--- src/rtl/rtc_value_pkg.sv ---
// Contract
// - Weekday digit in bits 10-8, 0 to 6
// - Hour tens digit in bits 5-4, 0-2
// - Hour ones digit in bits 3-0, 0-9
// - Minute tens digit in bits 14-12, 0-5
// - Minute ones digit in bits 11-8, 0-9
// - Second tens digit in bits 6-4, 0-5
// - Second ones digit in bits 3-0, 0-9
// - Alarm month tens bit at bit 12
// - Alarm month ones digit in bits 11-8
// - Alarm day tens digit in bits 5-4
// - Alarm day ones digit in bits 3-0
// - Gated words writable only with write enable set
// - Unimplemented bits read zero, writes dropped
// - Time pointer 01 weekday/hours, 00 minutes/seconds
// - Alarm pointer 10 month/day, 01 weekday/hours, 00 min/sec
// - Time pointer decrements on upper-half access, stops 00
// - Alarm pointer decrements on upper-half access, stops 00
package rtc_value_pkg;
    localparam int ADDR_W = 8;
    localparam int DATA_W = 32;
    localparam int STRB_W = 4;

    // Register byte addresses
    localparam logic [7:0] CTRL_ADDR = 8'h00;
    localparam logic [7:0] TIME_PTR_ADDR = 8'h04;
    localparam logic [7:0] TIME_WIN_ADDR = 8'h08;
    localparam logic [7:0] ALARM_PTR_ADDR = 8'h0c;
    localparam logic [7:0] ALARM_WIN_ADDR = 8'h10;

    // Field positions
    localparam int WREN_BIT = 0;
    localparam int HI_LANE = 1;
    localparam int LO_LANE = 0;

    // Window pointer codes
    localparam logic [1:0] PTR_MONTH_DAY = 2'h2;
    localparam logic [1:0] PTR_WEEKDAY_HOURS = 2'h1;
    localparam logic [1:0] PTR_MINUTES_SECONDS = 2'h0;

    // Implemented bits of each value word
    localparam logic [15:0] WEEKDAY_HOURS_MASK = 16'h073f;
    localparam logic [15:0] MINUTES_SECONDS_MASK = 16'h7f7f;
    localparam logic [15:0] MONTH_DAY_MASK = 16'h1f3f;

    // Values after reset
    localparam logic WREN_RESET = 1'h0;
    localparam logic [1:0] PTR_RESET = 2'h0;

    localparam logic [1:0] RESP_OKAY = 2'h0;
    localparam logic [1:0] RESP_SLVERR = 2'h2;
endpackage

--- src/rtl/rtc_time_alarm_value_regs.sv ---
// Our own choices: the AXI4-Lite register port and the address map.
`timescale 1ns/10ps
module rtc_time_alarm_value_regs (
    input wire logic aclk,
    input wire logic aresetn,
    input wire logic [7:0] awaddr,
    input wire logic awvalid,
    output logic awready,
    input wire logic [31:0] wdata,
    input wire logic [3:0] wstrb,
    input wire logic wvalid,
    output logic wready,
    output logic [1:0] bresp,
    output logic bvalid,
    input wire logic bready,
    input wire logic [7:0] araddr,
    input wire logic arvalid,
    output logic arready,
    output logic [31:0] rdata,
    output logic [1:0] rresp,
    output logic rvalid,
    input wire logic rready
);
    typedef struct packed {
        logic wren;
        logic [1:0] time_ptr;
        logic [1:0] alarm_ptr;
        logic [15:0] time_weekday_hours;
        logic [15:0] time_minutes_seconds;
        logic [15:0] alarm_month_day;
        logic [15:0] alarm_weekday_hours;
        logic [15:0] alarm_minutes_seconds;
        logic bvalid;
        logic [1:0] bresp;
        logic rvalid;
        logic [1:0] rresp;
        logic [31:0] rdata;
    } state_s;

    state_s q;
    state_s d;
    logic wr_go;
    logic rd_go;

    // Saturating step of a window pointer
    function automatic logic [1:0] step_down(input logic [1:0] ptr);
        step_down = (ptr == 2'h0) ? 2'h0 : ptr - 2'h1;
    endfunction

    // Byte-lane merge limited to the implemented bits
    function automatic logic [15:0] merge(input logic [15:0] old, input logic [15:0] din,
                                          input logic [1:0] lanes, input logic [15:0] mask);
        logic [15:0] lane_mask;
        lane_mask = {{8{lanes[1]}}, {8{lanes[0]}}};
        merge = ((old & ~lane_mask) | (din & lane_mask)) & mask;
    endfunction

    function automatic logic mapped(input logic [7:0] addr);
        mapped = (addr == rtc_value_pkg::CTRL_ADDR) || (addr == rtc_value_pkg::TIME_PTR_ADDR)
            || (addr == rtc_value_pkg::TIME_WIN_ADDR) || (addr == rtc_value_pkg::ALARM_PTR_ADDR)
            || (addr == rtc_value_pkg::ALARM_WIN_ADDR);
    endfunction

    // Address and data are taken together in one handshake
    assign awready = awvalid && wvalid && !q.bvalid;
    assign wready = awready;
    assign wr_go = awready;
    assign arready = !q.rvalid;
    assign rd_go = arvalid && arready;

    assign bvalid = q.bvalid;
    assign bresp = q.bresp;
    assign rvalid = q.rvalid;
    assign rresp = q.rresp;
    assign rdata = q.rdata;

    always_comb begin
        logic [1:0] lanes;
        logic upper_wr;
        lanes = wstrb[1:0];
        upper_wr = wstrb[rtc_value_pkg::HI_LANE];
        d = q;

        if (q.bvalid && bready) begin
            d.bvalid = 1'b0;
        end
        if (q.rvalid && rready) begin
            d.rvalid = 1'b0;
        end

        // Read path sees the state before any write of the same cycle
        if (rd_go) begin
            d.rvalid = 1'b1;
            d.rresp = rtc_value_pkg::RESP_OKAY;
            d.rdata = 32'h0;
            unique case (araddr)
                rtc_value_pkg::CTRL_ADDR: begin
                    d.rdata[rtc_value_pkg::WREN_BIT] = q.wren;
                end
                rtc_value_pkg::TIME_PTR_ADDR: begin
                    d.rdata[1:0] = q.time_ptr;
                end
                rtc_value_pkg::ALARM_PTR_ADDR: begin
                    d.rdata[1:0] = q.alarm_ptr;
                end
                rtc_value_pkg::TIME_WIN_ADDR: begin
                    if (q.time_ptr == rtc_value_pkg::PTR_WEEKDAY_HOURS) begin
                        d.rdata[15:0] = q.time_weekday_hours
                            & rtc_value_pkg::WEEKDAY_HOURS_MASK;
                    end else if (q.time_ptr == rtc_value_pkg::PTR_MINUTES_SECONDS) begin
                        d.rdata[15:0] = q.time_minutes_seconds
                            & rtc_value_pkg::MINUTES_SECONDS_MASK;
                    end
                end
                rtc_value_pkg::ALARM_WIN_ADDR: begin
                    unique case (q.alarm_ptr)
                        rtc_value_pkg::PTR_MONTH_DAY: begin
                            d.rdata[15:0] = q.alarm_month_day
                                & rtc_value_pkg::MONTH_DAY_MASK;
                        end
                        rtc_value_pkg::PTR_WEEKDAY_HOURS: begin
                            d.rdata[15:0] = q.alarm_weekday_hours
                                & rtc_value_pkg::WEEKDAY_HOURS_MASK;
                        end
                        rtc_value_pkg::PTR_MINUTES_SECONDS: begin
                            d.rdata[15:0] = q.alarm_minutes_seconds
                                & rtc_value_pkg::MINUTES_SECONDS_MASK;
                        end
                        default: begin
                            d.rdata[15:0] = 16'h0;
                        end
                    endcase
                end
                default: begin
                    d.rresp = rtc_value_pkg::RESP_SLVERR;
                end
            endcase
        end

        if (wr_go) begin
            d.bvalid = 1'b1;
            d.bresp = mapped(awaddr) ? rtc_value_pkg::RESP_OKAY : rtc_value_pkg::RESP_SLVERR;
            unique case (awaddr)
                rtc_value_pkg::CTRL_ADDR: begin
                    if (wstrb[0]) begin
                        d.wren = wdata[rtc_value_pkg::WREN_BIT];
                    end
                end
                rtc_value_pkg::TIME_PTR_ADDR: begin
                    if (wstrb[0]) begin
                        d.time_ptr = wdata[1:0];
                    end
                end
                rtc_value_pkg::ALARM_PTR_ADDR: begin
                    if (wstrb[0]) begin
                        d.alarm_ptr = wdata[1:0];
                    end
                end
                rtc_value_pkg::TIME_WIN_ADDR: begin
                    // Weekday hour tens hour ones
                    if (q.time_ptr == rtc_value_pkg::PTR_WEEKDAY_HOURS && q.wren) begin
                        d.time_weekday_hours = merge(q.time_weekday_hours, wdata[15:0],
                            lanes, rtc_value_pkg::WEEKDAY_HOURS_MASK);
                    end
                    // Minute digits second digits
                    if (q.time_ptr == rtc_value_pkg::PTR_MINUTES_SECONDS) begin
                        d.time_minutes_seconds = merge(q.time_minutes_seconds, wdata[15:0],
                            lanes, rtc_value_pkg::MINUTES_SECONDS_MASK);
                    end
                end
                rtc_value_pkg::ALARM_WIN_ADDR: begin
                    unique case (q.alarm_ptr)
                        rtc_value_pkg::PTR_MONTH_DAY: begin
                            // Month tens month ones day
                            if (q.wren) begin
                                d.alarm_month_day = merge(q.alarm_month_day, wdata[15:0],
                                    lanes, rtc_value_pkg::MONTH_DAY_MASK);
                            end
                        end
                        rtc_value_pkg::PTR_WEEKDAY_HOURS: begin
                            if (q.wren) begin
                                d.alarm_weekday_hours = merge(q.alarm_weekday_hours,
                                    wdata[15:0], lanes,
                                    rtc_value_pkg::WEEKDAY_HOURS_MASK);
                            end
                        end
                        rtc_value_pkg::PTR_MINUTES_SECONDS: begin
                            d.alarm_minutes_seconds = merge(q.alarm_minutes_seconds,
                                wdata[15:0], lanes,
                                rtc_value_pkg::MINUTES_SECONDS_MASK);
                        end
                        default: begin
                        end
                    endcase
                end
                default: begin
                end
            endcase
        end

        // Pointer steps after an upper-half access; a pointer write in the
        // same cycle wins over the step
        if (!(wr_go && awaddr == rtc_value_pkg::TIME_PTR_ADDR && wstrb[0])) begin
            if (rd_go && araddr == rtc_value_pkg::TIME_WIN_ADDR) begin
                d.time_ptr = step_down(d.time_ptr);
            end
            if (wr_go && awaddr == rtc_value_pkg::TIME_WIN_ADDR && upper_wr) begin
                d.time_ptr = step_down(d.time_ptr);
            end
        end
        if (!(wr_go && awaddr == rtc_value_pkg::ALARM_PTR_ADDR && wstrb[0])) begin
            if (rd_go && araddr == rtc_value_pkg::ALARM_WIN_ADDR) begin
                d.alarm_ptr = step_down(d.alarm_ptr);
            end
            if (wr_go && awaddr == rtc_value_pkg::ALARM_WIN_ADDR && upper_wr) begin
                d.alarm_ptr = step_down(d.alarm_ptr);
            end
        end
    end

    // Digit words keep their contents across reset
    always_ff @(posedge aclk) begin
        q <= d;
        if (!aresetn) begin
            q.wren <= rtc_value_pkg::WREN_RESET;
            q.time_ptr <= rtc_value_pkg::PTR_RESET;
            q.alarm_ptr <= rtc_value_pkg::PTR_RESET;
            q.bvalid <= 1'b0;
            q.bresp <= rtc_value_pkg::RESP_OKAY;
            q.rvalid <= 1'b0;
            q.rresp <= rtc_value_pkg::RESP_OKAY;
            q.rdata <= 32'h0;
        end
    end
endmodule

--- config.mk ---
export PLATFORM = sky130hd
export DESIGN_NAME = rtc_time_alarm_value_regs
export DESIGN_NICKNAME = d
export VERILOG_FILES = /design/src/rtl/rtc_value_pkg.sv /design/src/rtl/rtc_time_alarm_value_regs.sv
export SDC_FILE = /design/constraint.sdc
export NUM_CORES = 1
export LEC_CHECK = 0
export ABC_AREA = 0
export BUFFER_PORTS_ARGS = -buffer_cell sky130_fd_sc_hd__buf_2
export CAP_MARGIN = 5
export CELL_PAD_IN_SITES_DETAIL_PLACEMENT = 1
export CELL_PAD_IN_SITES_GLOBAL_PLACEMENT = 1
export CORE_AREA = 8 8 75 142
export DETAILED_ROUTE_END_ITERATION = 8
export DIE_AREA = 0 0 83 150
export GPL_ROUTABILITY_DRIVEN = 0
export PLACE_DENSITY_LB_ADDON = 0.1
export SETUP_SLACK_MARGIN = 0.4
export SLEW_MARGIN = 0
export SYNTH_ARGS = -nofsm -noshare
export SYNTH_HDL_FRONTEND = slang
export SYNTH_SLANG_ARGS = --single-unit
--- constraint.sdc ---
create_clock -name aclk -period 5 [get_ports aclk]
set_input_delay 1 -clock aclk [delete_from_list [all_inputs] [get_ports aclk]]
set_output_delay 1 -clock aclk [all_outputs]
set_load 0.01 [all_outputs]
==> Yosys cells after proc, flatten, opt, wreduce, memory -nomap -nowiden <==
Index checks and enable logic that the tools add are counted.
{ "op_classes": {"n_reduce_logical": 39, "muxes": 37, "add_sub_neg": 4, "eq_ne": 11, "bitwise": 12} }
{ "op_table": {"columns": ["cell", "n"], "rows": [
  ["87-bit 2-to-1 mux", 1],
  ["16-bit 2-to-1 mux", 3],
  ["48-bit 2-to-1 mux", 1],
  ["15-bit AND", 3],
  ["15-bit 2-to-1 mux", 3],
  ["15-bit one-hot mux with 3 select lines", 1],
  ["2-bit 2-to-1 mux", 18],
  ["35-bit 2-to-1 mux", 1],
  ["8-bit by 4-bit equality test with 1-bit output, second input constant", 4],
  ["32-bit 2-to-1 mux", 1],
  ["15-bit bitwise OR", 2],
  ["14-bit one-hot mux with 2 select lines", 1],
  ["11-bit AND", 2],
  ["11-bit 2-to-1 mux", 2],
  ["11-bit bitwise OR", 2],
  ["8-bit by 3-bit equality test with 1-bit output, second input constant", 2],
  ["8-bit by 5-bit equality test with 1-bit output, second input constant", 2],
  ["1-bit logical AND", 16],
  ["8-bit logical NOT", 2],
  ["15-bit inverter", 1],
  ["13-bit AND", 1],
  ["13-bit 2-to-1 mux", 1],
  ["13-bit bitwise OR", 1],
  ["2-bit logical NOT", 6],
  ["12 further kinds", 26]
]} }
{ "totals": {"register_bits": 84, "output_inout_bits": 41, "inputBits": 59} }

==> Depth between registers and ports, before layout <==
{ "logic_depth": {"depth_word": 15, "mapped_depth": 6} }

==> Least setup slack after synthesis <==
OpenSTA, ideal clock, no wires.
{ "synth_timing": {"kind": "input to register", "startpoint": "input awvalid", "endpoint": "register with a tool-made name", "setup_ps": 393, "n_path_buf": 1, "t_arrival_ps": 2640, "setup_slack_ps": 1967, "stages": 5, "cell_sequence": "and3b_1 > clkbuf_1 > and3_1 > nand2b_1 > nor4b_1"} }
{ "synth_lines": {"columns": ["item", "line_no", "rtl"], "rows": [
  ["start: declaration", "rtc_time_alarm_value_regs.sv:7", "input wire logic awvalid,"]
]} }

==> reports/results.ini <==
[run_status]
outcome=completed

[setup_path]
cp.arrival_ns=3.02
worstPathCellList=buf_2 > nor3_1 > and3_1 > nand3_1 > nor3_1
critPathMaxStageDelay_ns=0.97
r2r_cells=4
cp_slowest_cell=nor3_1
critical_path_class=in -> reg
critPathMaxFanout=7
reg2reg_slack_ns=2.50
crit_top_cell=nor3_1
cp.required_ns=4.95
cp_top_family=simple AND/OR/NAND/NOR gates
r2r-start=bvalid
crit_start=awaddr[1]
cp-start-kind=input pin
worstSetupEndpointType=flop
crit_buf_inv=1
path_depth=5

[synth]
netlist_instances=319
yosys-top-cells-area=edfxtp_1 46%, dfxtp_1 12%, buf_4 7.4%, mux2i_1 3.5%, o21ai_0 2.3%
synth_top_area_share_pct=45.78
yosysSeqAreaShare_pct=58.10
synth_enable_flop_cells=57
async_flop_share_pct=0
syn_area_per_cell_um2=11.72
synth_ff_type=edfxtp_1
ys_ff_latch=80
yosysWarnings=0
synth.distinct_cells=53
synth_area_um2=3739
synth_top_area_cell=edfxtp_1

[sta]
drv_slew=0
tightest_slew_ns=1.215
rsz0062_at_grt=no
setup_viol=0
maxSlewHeadroom_pct=18.41
fin_setup_tns_ns=0
period_share_pct=61.43
period_needed_ns=3.072
max_freq_mhz=325.6
skew_ns=0.01069
hold_violations=0

[clock_tree]
hold_buffers=0
path_clk_slew_ns=0.06
numCtsBuffers=9
clock_path_buffers=2
clk_latency_ns=0.34
cts_root_buf=clkbuf_16
postCtsSetupRepairBufs=0
cts_tree=done
cts_sinks=80
post_cts_resized=0
htreeDepth=3

[place]
dp_hpwl_um=7121
portBuffers=59

[drt]
ant_nets=0
drt_iter0_markers=119
dr.pass1.iters=4
drc=0
vias_per_cell=5.453
routed-via-count=2552
wire_per_inst_um=20.34
wirelength_um=9517

[power]
ir_drop_uv=197.3
power.density_nw_per_um2=335.9
power_w=0.001417
leakage_nw=1.517

[floorplan]
start_util_pct=42.05
num_rows=49
die_h_um=150
fp.coreArea_um2=8890
dieArea_um2=12450
io_pins=100
fp.dieW_um=83

[grt]
grt_pass1_wl_um=15140
grt_use_total_pct=15.78
grt_pass1_vias=2797
overflow=0
grt_max_degree=23
antenna_found_initial=0

[final_layout]
layout.core_utilization_pct=47.46
syn2layout_area_growth_pct=12.85
diodes=0
final_nets=420
drive_above_1_share_pct=25.41

[worst_hold_path]
hp-class=reg -> reg

[flow_run]
drv_cap=0

[worst min-delay path: stages, from the launching register on]
cell	delay, ns
dfxtp_1	0.31
nand2_1	0.05
a21oi_1	0.05
[through the flow]
step | cell area, um2 | instances | hold slack [ns] | worst slack (ns)
after global routing | 4219 | 468 | 0.4906 | 1.665
after global placement | 3934 | 452 | 0.4480 | 1.585
after CTS | 4219 | 468 | 0.4577 | 1.916
after detailed placement | 3934 | 452 | 0.4512 | 1.559
final | 4219 | 468 | 0.4557 | 1.928
after floorplan | 3810 | 338 | 0.4323 | 1.967
[worst min-delay path by stage]
| stage | from | endpoint | slack [ns] | cells past startpoint |
|---|---|---|---|---|
| after floorplan | rdata[10] | rdata[10] | 0.43 | 2 |
| after global placement | rdata[10] | rdata[10] | 0.45 | 2 |
| after detailed placement | rdata[9] | rdata[9] | 0.45 | 2 |
| after CTS | rdata[9] | rdata[9] | 0.46 | 2 |
| after global routing | rdata[10] | rdata[10] | 0.49 | 2 |
| final | rdata[9] | rdata[9] | 0.46 | 2 |
[routing by layer]
| metal | global-route usage [%] | up-vias | share of wire, % |
|---|---|---|---|
| li1 | - | 1216 | - |
| met1 | 14.48 | 1268 | 35 |
| met2 | 31.05 | 57 | 59 |
| met3 | 4.251 | 11 | 4.5 |
| met4 | 6.726 | 0 | 1.7 |
| met5 | 0 | - | 0 |
[cells in the mapped netlist (all sizes together) (5+ instances only)]
cell / number
mux2i: 13
edfxtp: 57
nor2b: 7
o21ai: 19
nand3: 8
nand2: 22
dfxtp: 23
buf: 41
a21oi: 14
nand4: 6
clkbuf: 11
and3: 6
nor3: 13
a22oi: 5
nor2: 17
[where the power goes]
group          leakage [nW]  switching, W  internal [W]   total, W
sequential            0.700    0.00000396      0.000716   0.000720
clock                 0.130      0.000248      0.000365   0.000613
combinational         0.687     0.0000547     0.0000292  0.0000839
total                  1.52      0.000306       0.00111    0.00142
[cells in the final DEF, fill, tap and decap left out, types with 4 or more instances in the layout]
master / count
buf_2: 59
edfxtp_1: 57
dfxtp_1: 23
nand2_1: 21
conb_1: 20
o21ai_0: 17
nor2_1: 16
a21oi_1: 14
mux2i_1: 13
nor3_1: 10
clkbuf_16: 10
nand3_1: 8
nor2b_1: 7
and3_1: 6
nand4_1: 6
buf_4: 5
inv_1: 4
o22ai_1: 4
a221oi_1: 4
mux2_2: 4
a22oi_1: 4
a2bb2oi_1: 4
[cell families (layout without fill, tap and decap cells)]
group	after synthesis	in the layout	synth area share, %
flip-flops	80	80	58.10
AO/OA/AOI/OAI	57	57	9.605
buffers and inverters	56	84	9.572
other	1	20	0.1003
XOR/XNOR	2	2	0.4686
adder cells (fa/ha/maj)	2	2	0.5355
AND/OR/NAND/NOR	103	103	16.33
multiplexers	18	18	5.288
[cell type report]
cell class / count / area [um2]
fill: 957 / 4671
timing repair buffer: 64 / 332.8
clock buffer: 12 / 257.7
sequential: 80 / 2172
multi-input combinational: 202 / 1286
clock inverter: 4 / 27.53
inverter: 4 / 15.01
tap: 102 / 127.6
(Power assumes the default switching activity.)
